<file path="src/shared/supervisor_pkg.sv">
/*
 Constants, register map and state encoding of the supervisory reset block.
 Assumes a single free-running 125 MHz clock; all timer figures derive from it.
*/
package supervisor_pkg;

   // Clock rate
   localparam longint CLOCK_MHZ = 125;
   localparam longint CLOCK_PERIOD_NS = 1000 / CLOCK_MHZ;

   // Reset hold period options, least durations in microseconds
   localparam longint HOLD_MIN_US_0 = 1000;
   localparam longint HOLD_MIN_US_1 = 20000;
   localparam longint HOLD_MIN_US_2 = 140000;
   localparam longint HOLD_MIN_US_3 = 1120000;
   localparam longint HOLD_CYCLES_0 = HOLD_MIN_US_0 * CLOCK_MHZ;
   localparam longint HOLD_CYCLES_1 = HOLD_MIN_US_1 * CLOCK_MHZ;
   localparam longint HOLD_CYCLES_2 = HOLD_MIN_US_2 * CLOCK_MHZ;
   localparam longint HOLD_CYCLES_3 = HOLD_MIN_US_3 * CLOCK_MHZ;

   // Watchdog timeout options, typical periods in microseconds
   localparam longint WD_TYP_US_0 = 6300;
   localparam longint WD_TYP_US_1 = 102000;
   localparam longint WD_TYP_US_2 = 1600000;
   localparam longint WD_TYP_US_3 = 25600000;
   localparam longint WD_CYCLES_0 = WD_TYP_US_0 * CLOCK_MHZ;
   localparam longint WD_CYCLES_1 = WD_TYP_US_1 * CLOCK_MHZ;
   localparam longint WD_CYCLES_2 = WD_TYP_US_2 * CLOCK_MHZ;
   localparam longint WD_CYCLES_3 = WD_TYP_US_3 * CLOCK_MHZ;

   // Manual reset glitch rejection, least low time that counts as a press
   localparam longint GLITCH_TIME_NS = 100;
   localparam logic [31:0] GLITCH_CYCLES =
      32'((GLITCH_TIME_NS + CLOCK_PERIOD_NS - 1) / CLOCK_PERIOD_NS);
   // Release must stay high this long before the press is over
   localparam longint DEBOUNCE_TIME_US = 10000;
   localparam longint DEBOUNCE_CYCLES = DEBOUNCE_TIME_US * CLOCK_MHZ;
   // Shortest strobe pulse to catch; one clock already resolves it
   localparam longint STROBE_MIN_NS = 50;
   localparam logic [31:0] STROBE_FILTER_CYCLES = 32'h1;

   localparam int COUNT_W = 32;
   localparam int ADDR_W = 8;
   localparam int DATA_W = 32;
   localparam int SEL_W = 2;

   // Register map
   localparam logic [ADDR_W-1:0] CTRL_ADDR = 8'h00;
   localparam logic [ADDR_W-1:0] STATUS_ADDR = 8'h04;
   localparam int CTRL_HOLD_LSB = 0;
   localparam int CTRL_WD_LSB = 2;
   localparam int CTRL_WDEN_BIT = 4;
   localparam int ST_RESET_BIT = 0;
   localparam int ST_UV_BIT = 1;
   localparam int ST_MR_BIT = 2;
   localparam int ST_FLOAT_BIT = 3;
   localparam int ST_TRIP_BIT = 4;
   localparam logic [SEL_W-1:0] HOLD_SEL_RESET = 2'h2;
   localparam logic [SEL_W-1:0] WD_SEL_RESET = 2'h2;
   localparam logic WDEN_RESET = 1'b1;

   typedef enum logic [2:0] {
      ST_ACTIVE = 3'b001,
      ST_HOLD = 3'b010,
      ST_RUN = 3'b100
   } state_t;

endpackage : supervisor_pkg

</file>
<file path="src/level_filter.sv">
/*
 Two-stage synchroniser followed by a stability filter with separate
 qualification times for the falling and the rising direction.
 Assumes the raw input may be fully asynchronous to clock.
*/
`timescale 1ns/10ps
`default_nettype none
module level_filter #(
   parameter logic [31:0] LOW_CYCLES = 32'h1,
   parameter logic [31:0] HIGH_CYCLES = 32'h1,
   parameter logic RESET_LEVEL = 1'b1
) (
   input wire logic clock,
   input wire logic rst,
   input wire logic raw,
   output logic level
);
   logic sync1;
   logic sync2;
   logic [31:0] count;
   logic [31:0] target;

   always_ff @(posedge clock or posedge rst) begin
      if (rst) begin
         sync1 <= RESET_LEVEL;
         sync2 <= RESET_LEVEL;
      end else begin
         sync1 <= raw;
         sync2 <= sync1;
      end
   end

   assign target = level ? LOW_CYCLES : HIGH_CYCLES;

   // A change is taken only after it has held for the full target time
   always_ff @(posedge clock or posedge rst) begin
      if (rst) begin
         level <= RESET_LEVEL;
         count <= 32'h0;
      end else if (sync2 == level) begin
         count <= 32'h0;
      end else if (count >= target - 32'h1) begin
         level <= sync2;
         count <= 32'h0;
      end else begin
         count <= count + 32'h1;
      end
   end
endmodule : level_filter
`default_nettype wire

</file>
<file path="src/supervisory_reset_watchdog.sv">
/*
 Supervisory reset generator: undervoltage, manual reset and watchdog
 causes, hold period, and a small register port for selection and status.
 Assumes undervoltage and the floating indication come synchronous to clock
 from the analog front end; manual reset and strobe may be asynchronous.
*/
// Our own choices: the strobed register port and the placing of the registers.
`timescale 1ns/10ps
`default_nettype none
module supervisory_reset_watchdog #(
   parameter bit HAS_WATCHDOG = 1'b1,
   parameter bit HAS_MANUAL_RESET = 1'b1,
   parameter bit HAS_COMPLEMENT = 1'b1,
   parameter logic [31:0] HOLD_CYCLES_0 = 32'(supervisor_pkg::HOLD_CYCLES_0),
   parameter logic [31:0] HOLD_CYCLES_1 = 32'(supervisor_pkg::HOLD_CYCLES_1),
   parameter logic [31:0] HOLD_CYCLES_2 = 32'(supervisor_pkg::HOLD_CYCLES_2),
   parameter logic [31:0] HOLD_CYCLES_3 = 32'(supervisor_pkg::HOLD_CYCLES_3),
   parameter logic [31:0] WD_CYCLES_0 = 32'(supervisor_pkg::WD_CYCLES_0),
   parameter logic [31:0] WD_CYCLES_1 = 32'(supervisor_pkg::WD_CYCLES_1),
   parameter logic [31:0] WD_CYCLES_2 = 32'(supervisor_pkg::WD_CYCLES_2),
   parameter logic [31:0] WD_CYCLES_3 = 32'(supervisor_pkg::WD_CYCLES_3),
   parameter logic [31:0] DEBOUNCE_CYCLES = 32'(supervisor_pkg::DEBOUNCE_CYCLES)
) (
   input wire logic clock,
   input wire logic rst,
   input wire logic undervoltage,
   input wire logic manual_reset_n,
   input wire logic watchdog_strobe,
   input wire logic watchdog_strobe_floating,
   input wire logic [supervisor_pkg::ADDR_W-1:0] addr,
   input wire logic [supervisor_pkg::DATA_W-1:0] wdata,
   input wire logic wr,
   input wire logic rd,
   output logic [supervisor_pkg::DATA_W-1:0] rdata,
   output logic reset_n,
   output logic reset_out
);
   import supervisor_pkg::*;

   state_t state;
   state_t next_state;

   logic mr_level;
   logic strobe_level;
   logic strobe_prev;
   logic mr_low;
   logic level_cause;
   logic strobe_edge;
   logic wd_armed;
   logic wd_terminal;
   logic wd_expire;
   logic hold_done;
   logic wd_tripped;

   logic [COUNT_W-1:0] wd_count;
   logic [COUNT_W-1:0] hold_count;
   logic [COUNT_W-1:0] hold_cycles;
   logic [COUNT_W-1:0] timeout_cycles;

   logic [SEL_W-1:0] hold_select;
   logic [SEL_W-1:0] timeout_select;
   logic wd_enable;

   logic [DATA_W-1:0] ctrl_image;
   logic [DATA_W-1:0] status_image;

   // Input conditioning
   // Manual reset: short lows rejected, release must settle before it counts
   level_filter #(
      .LOW_CYCLES(GLITCH_CYCLES),
      .HIGH_CYCLES(DEBOUNCE_CYCLES),
      .RESET_LEVEL(1'b1)
   ) mr_filter (
      .clock(clock),
      .rst(rst),
      .raw(manual_reset_n),
      .level(mr_level)
   );

   // Strobe is only synchronised; no filter, so narrow pulses survive
   level_filter #(
      .LOW_CYCLES(STROBE_FILTER_CYCLES),
      .HIGH_CYCLES(STROBE_FILTER_CYCLES),
      .RESET_LEVEL(1'b0)
   ) strobe_filter (
      .clock(clock),
      .rst(rst),
      .raw(watchdog_strobe),
      .level(strobe_level)
   );

   always_ff @(posedge clock or posedge rst) begin
      if (rst) begin
         strobe_prev <= 1'b0;
      end else begin
         strobe_prev <= strobe_level;
      end
   end

   assign mr_low = HAS_MANUAL_RESET && !mr_level;
   assign level_cause = undervoltage || mr_low;
   assign strobe_edge = strobe_level ^ strobe_prev;

   // Period selection
   always_comb begin
      case (hold_select)
         2'h0: hold_cycles = HOLD_CYCLES_0;
         2'h1: hold_cycles = HOLD_CYCLES_1;
         2'h2: hold_cycles = HOLD_CYCLES_2;
         default: hold_cycles = HOLD_CYCLES_3;
      endcase
   end

   always_comb begin
      case (timeout_select)
         2'h0: timeout_cycles = WD_CYCLES_0;
         2'h1: timeout_cycles = WD_CYCLES_1;
         2'h2: timeout_cycles = WD_CYCLES_2;
         default: timeout_cycles = WD_CYCLES_3;
      endcase
   end

   // Watchdog timer
   // Compare with >= so that shortening the selection mid-count still ends
   assign wd_terminal = wd_count >= timeout_cycles - 32'h1;
   // Floating strobe keeps the counter running but cuts it off from reset
   assign wd_armed = HAS_WATCHDOG && wd_enable && !watchdog_strobe_floating;
   assign wd_expire = (state == ST_RUN) && wd_terminal && !strobe_edge && wd_armed;

   always_ff @(posedge clock or posedge rst) begin
      if (rst) begin
         wd_count <= '0;
      end else if (state != ST_RUN || next_state != ST_RUN) begin
         // Leaving run clears at once, so the first reset cycle sees zero
         wd_count <= '0;
      end else if (strobe_edge || wd_terminal) begin
         wd_count <= '0;
      end else begin
         wd_count <= wd_count + 32'h1;
      end
   end

   // Hold timer
   assign hold_done = hold_count >= hold_cycles - 32'h1;

   always_ff @(posedge clock or posedge rst) begin
      if (rst) begin
         hold_count <= '0;
      end else if (state != ST_HOLD || hold_done) begin
         hold_count <= '0;
      end else begin
         hold_count <= hold_count + 32'h1;
      end
   end

   // Reset sequencer
   // Level causes win over everything; expiry is an event that goes
   // straight into the hold period because the cause is already over.
   always_comb begin
      next_state = state;
      case (state)
         ST_ACTIVE: begin
            if (!level_cause) begin
               next_state = ST_HOLD;
            end
         end
         ST_HOLD: begin
            if (level_cause) begin
               next_state = ST_ACTIVE;
            end else if (hold_done) begin
               next_state = ST_RUN;
            end
         end
         ST_RUN: begin
            if (level_cause) begin
               next_state = ST_ACTIVE;
            end else if (wd_expire) begin
               next_state = ST_HOLD;
            end
         end
         default: begin
            next_state = ST_ACTIVE;
         end
      endcase
   end

   // Power-up enters the hold period so the processor gets a full reset
   always_ff @(posedge clock or posedge rst) begin
      if (rst) begin
         state <= ST_HOLD;
      end else begin
         state <= next_state;
      end
   end

   always_ff @(posedge clock or posedge rst) begin
      if (rst) begin
         reset_n <= 1'b0;
         reset_out <= HAS_COMPLEMENT;
      end else begin
         reset_n <= (next_state == ST_RUN);
         reset_out <= HAS_COMPLEMENT && (next_state != ST_RUN);
      end
   end

   // Register port
   always_ff @(posedge clock or posedge rst) begin
      if (rst) begin
         hold_select <= HOLD_SEL_RESET;
         timeout_select <= WD_SEL_RESET;
         wd_enable <= WDEN_RESET;
      end else if (wr && addr == CTRL_ADDR) begin
         hold_select <= wdata[CTRL_HOLD_LSB +: SEL_W];
         timeout_select <= wdata[CTRL_WD_LSB +: SEL_W];
         wd_enable <= wdata[CTRL_WDEN_BIT];
      end
   end

   // Sticky expiry flag; a new expiry beats a clear in the same cycle
   always_ff @(posedge clock or posedge rst) begin
      if (rst) begin
         wd_tripped <= 1'b0;
      end else if (wd_expire) begin
         wd_tripped <= 1'b1;
      end else if (wr && addr == STATUS_ADDR && wdata[ST_TRIP_BIT]) begin
         wd_tripped <= 1'b0;
      end
   end

   always_comb begin
      ctrl_image = '0;
      ctrl_image[CTRL_HOLD_LSB +: SEL_W] = hold_select;
      ctrl_image[CTRL_WD_LSB +: SEL_W] = timeout_select;
      ctrl_image[CTRL_WDEN_BIT] = wd_enable;
   end

   always_comb begin
      status_image = '0;
      status_image[ST_RESET_BIT] = !reset_n;
      status_image[ST_UV_BIT] = undervoltage;
      status_image[ST_MR_BIT] = mr_low;
      status_image[ST_FLOAT_BIT] = watchdog_strobe_floating;
      status_image[ST_TRIP_BIT] = wd_tripped;
   end

   // Read data stand only in the cycle after the strobe
   always_ff @(posedge clock or posedge rst) begin
      if (rst) begin
         rdata <= '0;
      end else if (!rd) begin
         rdata <= '0;
      end else if (addr == CTRL_ADDR) begin
         rdata <= ctrl_image;
      end else if (addr == STATUS_ADDR) begin
         rdata <= status_image;
      end else begin
         rdata <= '0;
      end
   end
endmodule : supervisory_reset_watchdog
`default_nettype wire

</file>
<file path="config.mk">
export PLATFORM = sky130hd
export DESIGN_NAME = supervisory_reset_watchdog
export DESIGN_NICKNAME = d
export VERILOG_FILES = /design/src/shared/supervisor_pkg.sv /design/src/level_filter.sv /design/src/supervisory_reset_watchdog.sv
export SDC_FILE = /design/constraint.sdc
export NUM_CORES = 1
export LEC_CHECK = 0
export ABC_CLOCK_PERIOD_IN_PS = 3800
export CELL_PAD_IN_SITES_DETAIL_PLACEMENT = 0
export CELL_PAD_IN_SITES_GLOBAL_PLACEMENT = 2
export CORE_MARGIN = 2
export CORE_UTILIZATION = 42
export CTS_BUF_LIST = sky130_fd_sc_hd__clkbuf_2 sky130_fd_sc_hd__clkbuf_4 sky130_fd_sc_hd__clkbuf_8
export DETAILED_ROUTE_END_ITERATION = 7
export DONT_BUFFER_PORTS = 1
export PLACE_DENSITY_LB_ADDON = 0.1
export SLEW_MARGIN = 5
export SYNTH_ARGS = -nofsm -noshare
export SYNTH_HDL_FRONTEND = slang
export SYNTH_SLANG_ARGS = --single-unit
export TNS_END_PERCENT = 5
</file>
<file path="constraint.sdc">
create_clock -name clock -period 3.8 [get_ports clock]
set_input_delay 0.38 -clock clock [delete_from_list [all_inputs] [get_ports clock]]
set_output_delay 0.38 -clock clock [all_outputs]
set_load 0.01 [all_outputs]
</file>
==> flow_summary.toml <==
[critical_path]
r2r_slack_ns = 0.47
critPathLaunchType = "flop"
startpoint = "timeout_select[1]$_DFFE_PP1P_"
required_ns = 4.17
reg2reg_depth = 11
cp_max_fo = 9
worstPathArrival_ns = 3.70
critPathKind = "flop to flop"
critPathCaptureType = "flop"
rr_startpoint = "timeout_select[1]$_DFFE_PP1P_"
r2r_end = "reset_out$_DFF_PP1_"

[yosys]
syn-cell-area_sq_um = 6930
yosys_warnings = 0
ys_async_sr_fraction_pct = 100
ys_ff_latch = 119
synthCells = 704
seq_area_frac_synth_pct = 43.1
avgSynthCellArea_sq_um = 9.84
synthFlopType = "dfrtp_1"
synth-edff-count = 0
ys_types = 46

[cells_and_area]
finalNonFillerCells = 967
stdcell_area_sq_um = 7590
syn2layout_area_growth_pct = 9.59
utilization_pct = 47.5
diodes = 0
layout_common_cells = "nor2_1 (115), dfrtp_1 (111), ha_1 (81)"
drive_gt1_share_pct = 8.39
fin_nets = 867
final_common_cell = "nor2_1"

[power_and_ir_drop]
p_leak_nw = 3.41
ir_worst_vdd_mv = 0.369
power.density_nw_per_um2 = 339

[timing]
fin_worst_skew_ns = 0.0101
holdWs_ns = -0.00813
finalHoldViolCount = 11
worst_pin_slew_ns = 0.904
fmax_ghz = 0.300
fin_setup_tns_ns = 0
setup_viol = 0
fin_crit_ns = 3.33
slew_violations = 0
relSlewSlack_pct = 39.7
setup_ws_ns = 0.471
fin_crit_sh_pct = 87.6
rsz0062_at_grt = "false"

[die]
core_area_sq_um = 16000
start_util_pct = 43.3
die_x_um = 132
ioPinCount = 82
rows = 46
chipHeight_um = 132
die-area_sq_um = 17500

[global_route]
grt_overflow = 0
grt_usage_pct = 17.5
grt_pass1_vias = 4891
antenna_found_initial = 0
grt_pass1_wl_mm = 24.5
grt_max_degree = 71

[run_status]
status = "finished with violations"
violations = "hold timing"

[cts]
clock_latency_ns = 0.45
cts.clk_slew.worst_paths_ns = 0.08
cts_sinks = 119
cts_buffer_depth = 2
cts_resized = 0
cts_tree = "yes"
root_buffer = "clkbuf_8"
cts_max_level = 4
cts_inserted_buffers = 17
post_cts_buffers = 0

[placed_design]
port_buffers = 0
place_area_sq_um = 7170
dp_cells = 932
place.gp.congestion = 0.779
dp_hpwl_mm = 10.3
pre_cts_slack_ns = 0.472

[route]
ant_nets = 0
via_per_inst = 5.03
wirelength_mm = 14.2
drc = 0
wire_per_inst_um = 14.7
first_pass_iters = 4
routed-via-count = 4863
drt_iter0_drc = 246

[min_path]
hold_path_class = "input pin to asynchronous set/reset pin"

[flow_run]
drv_cap = 0
==> through the flow <==
step           hold slack, ns  power, W
6_report             -0.00813   0.00257
5_1_grt              0.000645   0.00271
4_1_cts               0.00446   0.00262
3_5_place_dp            0.339   0.00145
3_3_place_gp            0.337   0.00145
2_1_floorplan           0.331   0.00144
==> worst max path at each step <==
stage                                    endpoint
after detailed placement      reset_out$_DFF_PP1_
after floorplan           hold_count[0]$_DFF_PP0_
after CTS                     reset_out$_DFF_PP1_
final                         reset_out$_DFF_PP1_
after global routing          reset_out$_DFF_PP1_
after global placement        reset_out$_DFF_PP1_
==> registers in the layout (all words and copies together) (netlist names) <==
signal,cells
strobe_filter.level,1
state,3
wd_enable,1
mr_filter.count,32
mr_filter.sync2,1
wd_tripped,1
strobe_prev,1
rdata,5
mr_filter.sync1,1
reset_out,1
timeout_select,2
reset_n,1
mr_filter.level,1
wd_count,32
hold_select,2
strobe_filter.sync2,1
strobe_filter.sync1,1
hold_count,32
==> cells in the mapped netlist, drive strengths merged (3+ instances only) <==
| library cell | n | area (sq um) |
|---|---|---|
| nor2 | 115 | 432 |
| dfrtp | 111 | 2780 |
| ha | 81 | 1010 |
| xor2 | 51 | 447 |
| nand2 | 50 | 190 |
| nand3 | 34 | 170 |
| xnor2 | 30 | 263 |
| buf | 29 | 213 |
| a21oi | 25 | 125 |
| inv | 23 | 86.3 |
| nand4 | 23 | 144 |
| and3 | 20 | 128 |
| o21ai | 11 | 55.1 |
| nor3 | 10 | 60.1 |
| clkbuf | 9 | 33.8 |
| and4 | 8 | 70.1 |
| dfstp | 8 | 210 |
| nor4 | 8 | 56.3 |
| a211oi | 7 | 52.6 |
| mux2 | 6 | 67.6 |
| o211ai | 5 | 37.5 |
| a21o | 4 | 30.0 |
| and2 | 4 | 25.0 |
| nand2b | 4 | 25.0 |
| nor2b | 4 | 25.0 |
| mux2i | 3 | 30.0 |
| or4 | 3 | 26.3 |
==> cells by family after synthesis <==
logic type      after synthesis  share of synthesized area (%)
mux                           9                           1.41
buf+inv                      61                           4.80
simple gates                287                           19.9
xor+xnor                     81                           10.2
flops                       119                           43.1
other cells                   2                          0.108
compound gates               64                           5.78
fa+ha+maj                    81                           14.6
==> final cells by class <==
cell class | instances | area (sq um)
clock buffer | 17 | 234
multi-input combinational | 566 | 3760
tap | 216 | 270
inverter | 23 | 88.8
clock inverter | 15 | 156
sequential | 119 | 2990
timing repair buffer | 11 | 90.1
fill | 1589 | 8410
==> repair_timing <==
action                                  in CTS  in global routing
hold buffers                                 3                  0
endpoints found under the setup margin       0                  0
endpoints found under the hold margin        3                  0
==> critical path, cell delays in order (launching register included) <==
cell      delay (ns)
dfstp_2         0.53
inv_1           0.15
ha_1            0.32
o32a_1          0.36
ha_1            0.29
a211oi_1        0.28
nor2_1          0.08
o311ai_0        0.31
a21oi_1         0.15
o211a_1         0.27
o22a_2          0.20
or3_1           0.30
==> power breakdown <==
part | internal, W | leakage [nW] | switching, W
combinational | 0.0000419 | 1.62 | 0.0000899
clock | 0.000542 | 0.197 | 0.000605
sequential | 0.00128 | 1.59 | 0.0000121
total | 0.00187 | 3.41 | 0.000707
==> layer usage <==
layer | global-route usage (%) | up-vias | part of all wire [%] | wire (um)
met3 | 3.75 | 13 | 3.4 | 489
li1 | - | 2433 | - | -
met5 | 0 | - | 0 | 0
met4 | 5.56 | 0 | 1.3 | 185
met1 | 24.4 | 2348 | 49 | 7030
met2 | 27.5 | 69 | 46 | 6520
Note: power is estimated with default switching activity, not from simulation.
